File: src/design/tx_pair_defs.vh
// Constants for the transmit pair bus capture block.
// Assumes inclusion by bare name from the design files.
`ifndef TX_PAIR_DEFS_VH
`define TX_PAIR_DEFS_VH

// Interface modes
`define MODE_MUX 2'h0
`define MODE_NIBBLE 2'h1
`define MODE_INDEP 2'h2
`define MODE_W 2

// Pair bus shape
`define PAIRS 3
`define BUS_W 10
`define LANE_W 5
`define BYTE_W 8

// Bit positions on a pair bus
`define BIT_KFLAG 8
`define BIT_TENTH 9
`define BIT_KFLAG_EVEN 3
`define LANE_KBIT 3
`define LANE_TOP 4

// FIFO entry: {k_even, word_even, k_odd, word_odd}
`define ENTRY_W 22
`define ENT_ODD_LSB 0
`define ENT_KODD 10
`define ENT_EVEN_LSB 11
`define ENT_KEVEN 21

// Buffering and serializer
`define FIFO_DEPTH 8
`define BIT_CNT_W 4
`define BIT_CNT_LAST 4'h9
`define BIT_CNT_ZERO 4'h0

`endif

File: src/design/tx_word_fifo.v
// Word FIFO with valid/ready on both sides.
// Assumes one clock and a synchronous active-high reset.
`timescale 1ns/100ps
`default_nettype none

module tx_word_fifo
#(
  parameter WIDTH = 22,
  parameter DEPTH = 8,
  parameter AW = 3
)
(
  // Clock and reset
  input wire i_mclk,
  input wire i_reset,
  // Fill side
  input wire i_in_valid,
  input wire [WIDTH-1:0] i_in_data,
  output wire o_in_ready,
  // Drain side
  output wire o_out_valid,
  output wire [WIDTH-1:0] o_out_data,
  input wire i_out_ready
);

  // Storage array
  reg [WIDTH-1:0] mem_q [0:DEPTH-1];
  // Pointers carry one extra wrap bit
  reg [AW:0] wptr_q;
  reg [AW:0] rptr_q;
  wire full;
  wire empty;
  wire push;
  wire pop;

  // Full when indexes meet with opposite wrap bits
  assign full = (wptr_q[AW] != rptr_q[AW]) && (wptr_q[AW-1:0] == rptr_q[AW-1:0]);
  assign empty = (wptr_q == rptr_q);
  assign push = i_in_valid && !full;
  assign pop = i_out_ready && !empty;
  assign o_in_ready = !full;
  assign o_out_valid = !empty;
  assign o_out_data = mem_q[rptr_q[AW-1:0]];

  // Write side
  always @(posedge i_mclk)
  begin
    if (push)
    begin
      mem_q[wptr_q[AW-1:0]] <= i_in_data;
    end
  end

  // Pointer update
  always @(posedge i_mclk)
  begin
    if (i_reset)
    begin
      wptr_q <= {(AW+1){1'b0}};
      rptr_q <= {(AW+1){1'b0}};
    end
    else
    begin
      if (push)
      begin
        wptr_q <= wptr_q + 1'b1;
      end
      if (pop)
      begin
        rptr_q <= rptr_q + 1'b1;
      end
    end
  end

endmodule // tx_word_fifo

`default_nettype wire

File: src/design/tx_pair_capture.v
// What this block does
// - Mux, raw: bit 8 is word bit 8
// - Mux, encoded: bit 8 high marks K-character
// - Nibble, raw: bit 8 carries odd bits 3, 8
// - Nibble, encoded: bit 8 is odd K flag
// - Nibble, encoded: bit 3 is even K flag
// - Raw: bit 9 is word bit 9; in nibble mode it carries odd bits 9, 4
// - Independent mode: each pair uses own clock
// - Other modes: all pairs use shared clock
// - Sample both edges; serialize bit 0 first
// - Mux: odd on rising, even on falling
// - Nibble: MS rising, LS falling; lanes split
//
// Capture of pair buses C/D, E/F, G/H, with FIFO and bit serializer.
// Assumes link clocks and buses come from outside i_mclk; mode and
// encoder enable are static straps from logic on i_mclk.
`timescale 1ns/100ps
`default_nettype none
`include "tx_pair_defs.vh"

module tx_pair_capture
#(
  parameter FIFO_DEPTH = `FIFO_DEPTH,
  parameter FIFO_AW = 3
)
(
  // Clock and reset
  input wire i_mclk,
  input wire i_reset,
  // Configuration
  input wire [`MODE_W-1:0] i_mode,
  input wire i_encode_en,
  // Link clocks
  input wire i_shared_tx_clock,
  input wire i_pair_cd_tx_clock,
  input wire i_pair_ef_tx_clock,
  input wire i_pair_gh_tx_clock,
  // Pair buses
  input wire [`BUS_W-1:0] i_tx_bus_pair_cd,
  input wire [`BUS_W-1:0] i_tx_bus_pair_ef,
  input wire [`BUS_W-1:0] i_tx_bus_pair_gh,
  // Serial outputs, one even and one odd per pair
  output reg [`PAIRS-1:0] o_ser_even,
  output reg [`PAIRS-1:0] o_ser_odd,
  output reg [`PAIRS-1:0] o_ser_active,
  output reg [`PAIRS-1:0] o_ser_first,
  // K flags and encoder steering, held for a word
  output reg [`PAIRS-1:0] o_k_even,
  output reg [`PAIRS-1:0] o_k_odd,
  output reg [`PAIRS-1:0] o_to_encoder,
  // Sticky overflow per pair
  output reg [`PAIRS-1:0] o_overflow
);

  // Synchronizer stages for the four clocks and three buses
  reg [3:0] clk_s1_q;
  reg [3:0] clk_s2_q;
  reg [3:0] clk_s3_q;
  reg [`PAIRS*`BUS_W-1:0] bus_s1_q;
  reg [`PAIRS*`BUS_W-1:0] bus_s2_q;
  reg [`PAIRS*`BUS_W-1:0] bus_s3_q;
  wire [3:0] clk_raw;
  wire [`PAIRS*`BUS_W-1:0] bus_raw;

  assign clk_raw = {i_pair_gh_tx_clock, i_pair_ef_tx_clock, i_pair_cd_tx_clock,
                    i_shared_tx_clock};
  assign bus_raw = {i_tx_bus_pair_gh, i_tx_bus_pair_ef, i_tx_bus_pair_cd};

  // Three-stage synchronizers; only stage 1 feeds stage 2
  always @(posedge i_mclk)
  begin
    clk_s1_q <= clk_raw;
    clk_s2_q <= clk_s1_q;
    clk_s3_q <= clk_s2_q;
    bus_s1_q <= bus_raw;
    bus_s2_q <= bus_s1_q;
    bus_s3_q <= bus_s2_q;
  end

  genvar p;
  generate
    for (p = 0; p < `PAIRS; p = p + 1)
    begin : g_pair
      // Selected clock stages and filtered level
      wire sel_s2;
      wire sel_s3;
      wire settled;
      wire rise;
      wire fall;
      wire [`BUS_W-1:0] bus;
      wire [`LANE_W-1:0] lane_even;
      wire [`LANE_W-1:0] lane_odd;
      reg lvl_q;
      // Rising-edge half: odd word in mux, MS lanes in nibble
      reg [`LANE_W-1:0] ms_even_q;
      reg [`LANE_W-1:0] ms_odd_q;
      reg [`BUS_W-1:0] odd_word_q;
      reg odd_k_q;
      reg have_rise_q;
      // Assembled entry and push request
      reg [`ENTRY_W-1:0] entry_d;
      reg [`BUS_W-1:0] even_w;
      reg [`BUS_W-1:0] odd_w;
      reg even_k;
      reg odd_k;
      reg push_q;
      reg [`ENTRY_W-1:0] entry_q;
      wire in_ready;
      wire out_valid;
      wire [`ENTRY_W-1:0] out_data;
      // Serializer state
      reg [`BUS_W-1:0] sh_even_q;
      reg [`BUS_W-1:0] sh_odd_q;
      reg [`BIT_CNT_W-1:0] cnt_q;
      reg busy_q;
      wire take;

      // Pair clock only in independent mode, else the shared one
      assign sel_s2 = (i_mode == `MODE_INDEP) ? clk_s2_q[p+1] : clk_s2_q[0];
      assign sel_s3 = (i_mode == `MODE_INDEP) ? clk_s3_q[p+1] : clk_s3_q[0];
      // A level change counts once stages 2 and 3 agree
      assign settled = (sel_s2 == sel_s3);
      assign rise = settled && sel_s3 && !lvl_q;
      assign fall = settled && !sel_s3 && lvl_q;
      assign bus = bus_s3_q[p*`BUS_W +: `BUS_W];
      assign lane_even = bus[`LANE_W-1:0];
      assign lane_odd = bus[`BUS_W-1:`LANE_W];

      // Edge tracking and rising-edge capture
      always @(posedge i_mclk)
      begin
        if (i_reset)
        begin
          lvl_q <= 1'b0;
          have_rise_q <= 1'b0;
          ms_even_q <= {`LANE_W{1'b0}};
          ms_odd_q <= {`LANE_W{1'b0}};
          odd_word_q <= {`BUS_W{1'b0}};
          odd_k_q <= 1'b0;
        end
        else
        begin
          if (settled)
          begin
            lvl_q <= sel_s3;
          end
          if (rise)
          begin
            // Odd channel on rising edge, MS nibbles in nibble mode
            have_rise_q <= 1'b1;
            ms_even_q <= lane_even;
            ms_odd_q <= lane_odd;
            if (i_encode_en)
            begin
              // Bit 9 dropped; bit 8 is K
              odd_word_q <= {{(`BUS_W-`BYTE_W){1'b0}}, bus[`BYTE_W-1:0]};
              odd_k_q <= bus[`BIT_KFLAG];
            end
            else
            begin
              odd_word_q <= bus;
              odd_k_q <= 1'b0;
            end
          end
          else if (fall)
          begin
            have_rise_q <= 1'b0;
          end
        end
      end

      // Word assembly on the falling edge
      always @*
      begin
        even_w = {`BUS_W{1'b0}};
        odd_w = {`BUS_W{1'b0}};
        even_k = 1'b0;
        odd_k = 1'b0;
        if (i_mode == `MODE_NIBBLE)
        begin
          if (i_encode_en)
          begin
            // Lane bit 3 is K on rising edge, data on falling edge
            even_w = {2'b00, ms_even_q[`LANE_TOP], ms_even_q[2:0], lane_even[3:0]};
            odd_w = {2'b00, ms_odd_q[`LANE_TOP], ms_odd_q[2:0], lane_odd[3:0]};
            even_k = ms_even_q[`LANE_KBIT];
            odd_k = ms_odd_q[`LANE_KBIT];
          end
          else
          begin
            // MS lane on rising, LS lane on falling; bus bit 8 lands in bits 8 and 3
            even_w = {ms_even_q, lane_even};
            odd_w = {ms_odd_q, lane_odd};
          end
        end
        else
        begin
          // Mux framing: even word on the falling edge
          odd_w = odd_word_q;
          odd_k = odd_k_q;
          if (i_encode_en)
          begin
            even_w = {{(`BUS_W-`BYTE_W){1'b0}}, bus[`BYTE_W-1:0]};
            even_k = bus[`BIT_KFLAG];
          end
          else
          begin
            even_w = bus;
          end
        end
        entry_d = {even_k, even_w, odd_k, odd_w};
      end

      // Push a word pair once both halves are in
      always @(posedge i_mclk)
      begin
        if (i_reset)
        begin
          push_q <= 1'b0;
          entry_q <= {`ENTRY_W{1'b0}};
          o_overflow[p] <= 1'b0;
        end
        else
        begin
          push_q <= fall && have_rise_q;
          if (fall && have_rise_q)
          begin
            entry_q <= entry_d;
          end
          // Dropped pair when the FIFO is full
          if (push_q && !in_ready)
          begin
            o_overflow[p] <= 1'b1;
          end
        end
      end

      tx_word_fifo
      #(
        .WIDTH(`ENTRY_W),
        .DEPTH(FIFO_DEPTH),
        .AW(FIFO_AW)
      )
      u_fifo
      (
        .i_mclk(i_mclk),
        .i_reset(i_reset),
        .i_in_valid(push_q),
        .i_in_data(entry_q),
        .o_in_ready(in_ready),
        .o_out_valid(out_valid),
        .o_out_data(out_data),
        .i_out_ready(take)
      );

      // Take a new entry when the shifter is idle or on its last bit
      assign take = out_valid && (!busy_q || (cnt_q == `BIT_CNT_LAST));

      // Serializer, bit 0 first
      always @(posedge i_mclk)
      begin
        if (i_reset)
        begin
          busy_q <= 1'b0;
          cnt_q <= `BIT_CNT_ZERO;
          sh_even_q <= {`BUS_W{1'b0}};
          sh_odd_q <= {`BUS_W{1'b0}};
          o_ser_even[p] <= 1'b0;
          o_ser_odd[p] <= 1'b0;
          o_ser_active[p] <= 1'b0;
          o_ser_first[p] <= 1'b0;
          o_k_even[p] <= 1'b0;
          o_k_odd[p] <= 1'b0;
          o_to_encoder[p] <= 1'b0;
        end
        else if (take)
        begin
          // Load: bit 0 goes out now, rest shifts down
          busy_q <= 1'b1;
          cnt_q <= `BIT_CNT_ZERO;
          sh_even_q <= out_data[`ENT_EVEN_LSB +: `BUS_W] >> 1;
          sh_odd_q <= out_data[`ENT_ODD_LSB +: `BUS_W] >> 1;
          o_ser_even[p] <= out_data[`ENT_EVEN_LSB];
          o_ser_odd[p] <= out_data[`ENT_ODD_LSB];
          o_ser_active[p] <= 1'b1;
          o_ser_first[p] <= 1'b1;
          o_k_even[p] <= out_data[`ENT_KEVEN];
          o_k_odd[p] <= out_data[`ENT_KODD];
          o_to_encoder[p] <= i_encode_en;
        end
        else if (busy_q && (cnt_q != `BIT_CNT_LAST))
        begin
          cnt_q <= cnt_q + 1'b1;
          sh_even_q <= sh_even_q >> 1;
          sh_odd_q <= sh_odd_q >> 1;
          o_ser_even[p] <= sh_even_q[0];
          o_ser_odd[p] <= sh_odd_q[0];
          o_ser_first[p] <= 1'b0;
        end
        else
        begin
          // Idle after last bit
          busy_q <= 1'b0;
          o_ser_active[p] <= 1'b0;
          o_ser_first[p] <= 1'b0;
          o_ser_even[p] <= 1'b0;
          o_ser_odd[p] <= 1'b0;
        end
      end
    end
  endgenerate

endmodule // tx_pair_capture

`default_nettype wire

File: config.mk
export PLATFORM = sky130hd
export DESIGN_NAME = tx_pair_capture
export DESIGN_NICKNAME = d
export VERILOG_FILES = /design/src/design/tx_word_fifo.v /design/src/design/tx_pair_capture.v
export VERILOG_INCLUDE_DIRS = /design/src /design/src/design
export SDC_FILE = /design/constraint.sdc
export NUM_CORES = 1
export LEC_CHECK = 0
export ABC_CLOCK_PERIOD_IN_PS = 3300
export BUFFER_PORTS_ARGS = -buffer_cell sky130_fd_sc_hd__buf_2
export CAP_MARGIN = 30
export CORE_AREA = 4 4 224 335
export DETAILED_ROUTE_END_ITERATION = 8
export DIE_AREA = 0 0 228 339
export PLACE_DENSITY = 0.61
export SLEW_MARGIN = 10
export SYNTH_ARGS = -nofsm -noshare
export SYNTH_HDL_FRONTEND = slang
export SYNTH_SLANG_ARGS = --single-unit
export TNS_END_PERCENT = 10
File: constraint.sdc
create_clock -name i_mclk -period 3.3 [get_ports i_mclk]
set_input_delay 0.825 -clock i_mclk [delete_from_list [all_inputs] [get_ports i_mclk]]
set_output_delay 0.825 -clock i_mclk [all_outputs]
set_load 0.02 [all_outputs]
==> impl_metrics.json <==
{
  "grt_max_degree": 111,
  "fill_cells": 5844,
  "tightest_slew_ps": 975,
  "cts-root-buf": "clkbuf_16",
  "num_vias": 16975,
  "cts_buffer_depth": 3,
  "hold_viol": 0,
  "core_area_um2": 72200,
  "drc": 0,
  "crit_path_start_kind": "register",
  "slowest_delay_ps": 550,
  "synth.top_cell.area_share_pct": 49.2,
  "antenna_found_initial": 0,
  "synth_area_um2": 32200,
  "crit_type": "reg2reg",
  "avgSynthCellArea_um2": 15.7,
  "register_area_um2": 22600,
  "dpl_cell_area_um2": 33800,
  "synth-seq-cells": 867,
  "drt_iter0_markers": 1102,
  "drtAntennaViolNets": 0,
  "synth_top_cell_by_area": "edfxtp_1",
  "yosys-top-cells-count": "528 x edfxtp_1, 339 x dfxtp_1, 180 x nand2_1",
  "start_util_pct": 44.6,
  "grt-ovfl-total": 0,
  "cp_max_fo": 15,
  "clock-sinks": 867,
  "cts_tree": "done",
  "synth_async_sr_flop_share_pct": 0,
  "timing.max_cap.violations": 0,
  "cts_max_level": 3,
  "grt_pass1_wl_mm": 103,
  "firstDrtPassIters": 7,
  "fin_crit_sh_pct": 71.5,
  "num_antenna_cells": 0,
  "io_pins": 63,
  "skew_ps": 22.1,
  "cts_setup_buffers": 0,
  "dp_hpwl_mm": 39.4,
  "wirelength_mm": 65.6,
  "grt_use_total_pct": 17.1,
  "yosys-top-cells-area": "edfxtp_1 49%, dfxtp_1 21%, mux4_2 9.2%",
  "final_nets": 2173,
  "worstPathCellList": "inv_1 -> ha_1 -> nand3b_1 -> and2_1 -> or3_1 -> buf_4 -> o221ai_2",
  "finalMaxSlewViolations": 0,
  "tns_ps": 0,
  "wl_per_cell_um": 21.1,
  "cts_buffers": 78,
  "powerDensity_nw_per_um2": 610,
  "die-height_um": 339,
  "port_buffers": 62,
  "setup_viol": 0,
  "clk_latency_ps": 630,
  "p_total_uw": 22200,
  "crit_arrival_ps": 2840,
  "synth_seq_area_share_pct": 70.2,
  "worst_hold_path_type": "in2reg",
  "syn_nets": 2106,
  "timing.fmax_mhz": 424,
  "crit_path_end_kind": "register",
  "synthFlopType": "edfxtp_1",
  "yosysMostFrequentCell": "edfxtp_1",
  "grt_pass1_vias": 17935,
  "crit_path_top_delay_cell": "and2_1",
  "yosysWarningCount": 0,
  "power_leakage_uw": 0.0117,
  "syn2layout_area_growth_pct": 13.1,
  "cts_resized": 0,
  "fp.dieW_um": 228,
  "outcome": "complete, no violations",
  "maxSlewHeadroom_pct": 35.0,
  "die_area_um2": 77300,
  "gp_congestion": 0.788,
  "holdBufCountCts": 0,
  "synth_edf_count": 528,
  "multiInputGateArea_um2": 8990,
  "drive_above_1_share_pct": 21.5,
  "cp_data_required_time_ps": 3780,
  "place_ws_ps": 273,
  "ir_drop_v": 0.000590,
  "placementRows": 121,
  "ys_types": 48,
  "syn-instance-count": 2049,
  "viasPerCell": 5.47,
  "cts.clk_slew.worst_paths_ps": 60,
  "final_area_um2": 36500,
  "layout_setup_ws_ps": 942,
  "min_period_ps": 2360,
  "rsz0062_at_grt": "false"
}
==> layout by cell type (no fill, tap or decap), types with 6 or more instances in the layout <==
cell,count
edfxtp_1,528
dfxtp_1,333
nand2_1,180
mux4_2,132
a21oi_1,98
mux2i_1,93
clkbuf_16,81
nand2b_1,71
nand3b_1,69
nor2_1,64
buf_2,61
buf_4,57
a311oi_1,30
o221ai_2,28
nand3_1,27
inv_1,24
nor2_2,18
o221ai_1,18
ha_1,18
clkbuf_1,18
o21ai_0,16
nor2b_1,14
o211ai_1,14
xor2_1,12
clkinv_2,12
mux2_2,11
nor3_1,11
nor3_2,9
or3_1,9
o21ai_1,9
bufinv_16,9
clkbuf_8,7
buf_12,7
xnor2_1,6
o31ai_1,6
or4_1,6
a22oi_1,6
a211oi_1,6
dfxtp_2,6
==> routing by layer <==
layer / part of all wire (%) / up-vias / GRT usage, % / routed length (um)
li1: - / 7884 / - / -
met1: 40 / 8690 / 20.3 / 26100
met2: 53 / 298 / 31.1 / 35000
met3: 3.7 / 103 / 2.75 / 2430
met4: 3.1 / 0 / 6.34 / 2070
met5: 0 / - / 0 / 0
==> cells by family after synthesis <==
| kind of cell | synth area share [%] |
|---|---|
| xor+xnor | 0.691 |
| mux | 12.5 |
| simple gates | 7.95 |
| compound gates | 5.71 |
| fa+ha+maj | 0.699 |
| flops | 70.2 |
| buf+inv | 2.21 |
==> final cells by class <==
class                           instances  area share (%)
Clock buffer                          108            6.05
Clock inverter                         37            1.23
Inverter                               24           0.247
Multi-Input combinational cell       1018            24.7
Sequential cell                       867            62.1
Tap cell                              922            3.16
Timing Repair Buffer                  127            2.50
==> sequential cells by signal, indices dropped and copies added (netlist names), 9 cells and up, named ones only <==
register / flops
bus_s1_q: 30
g_pair.odd_word_q: 9
g_pair.sh_even_q: 27
g_pair.ms_even_q: 12
bus_s2_q: 30
g_pair.sh_odd_q: 27
g_pair.u_fifo.rptr_q: 12
g_pair.entry_q: 66
g_pair.u_fifo.mem_q: 528
g_pair.cnt_q: 12
g_pair.ms_odd_q: 15
bus_s3_q: 30
g_pair.u_fifo.wptr_q: 12
==> critical path: cells and delay by family (launching register included) <==
family | cells | cell delay, ps
AND/OR/NAND/NOR | 3 | 1180
buffers and inverters | 2 | 370
AO/OA/AOI/OAI | 1 | 110
adder cells (fa/ha/maj) | 1 | 170
flip-flops | 1 | 370
==> power breakdown <==
group	leakage, uW	internal [uW]	switching, uW	total, uW
clock	0.00130	5420	3900	9320
combinational	0.00292	469	756	1230
sequential	0.00748	11500	134	11700
==> metrics by stage <==
step / hold slack [ps] / utilization (%) / cells
after floorplan: 310 / - / 2049
after global placement: 311 / 46.8 / 2956
after detailed placement: 312 / 46.8 / 2957
after CTS: 259 / 50.5 / 3102
after global routing: 270 / 50.5 / 3103
final: 306 / 50.5 / 3103
==> path summary, 6_finish.rpt <==
check / from / endpoint / slack, ps / cells past startpoint
hold / removal: i_pair_cd_tx_clock / clk_s1_q[1]$_DFF_P_ / 310 / 1
hold reg to reg: bus_s2_q[4]$_DFF_P_ / bus_s3_q[4]$_DFF_P_ / 320 / 0
setup / recovery: g_pair[0].cnt_q[1]$_SDFFE_PP0P_ / g_pair[0].sh_even_q[1]$_SDFFE_PP0P_ / 940 / 7
setup reg to reg: g_pair[0].cnt_q[1]$_SDFFE_PP0P_ / g_pair[0].sh_even_q[1]$_SDFFE_PP0P_ / 940 / 7
Note: power is estimated with default switching activity, not from simulation.
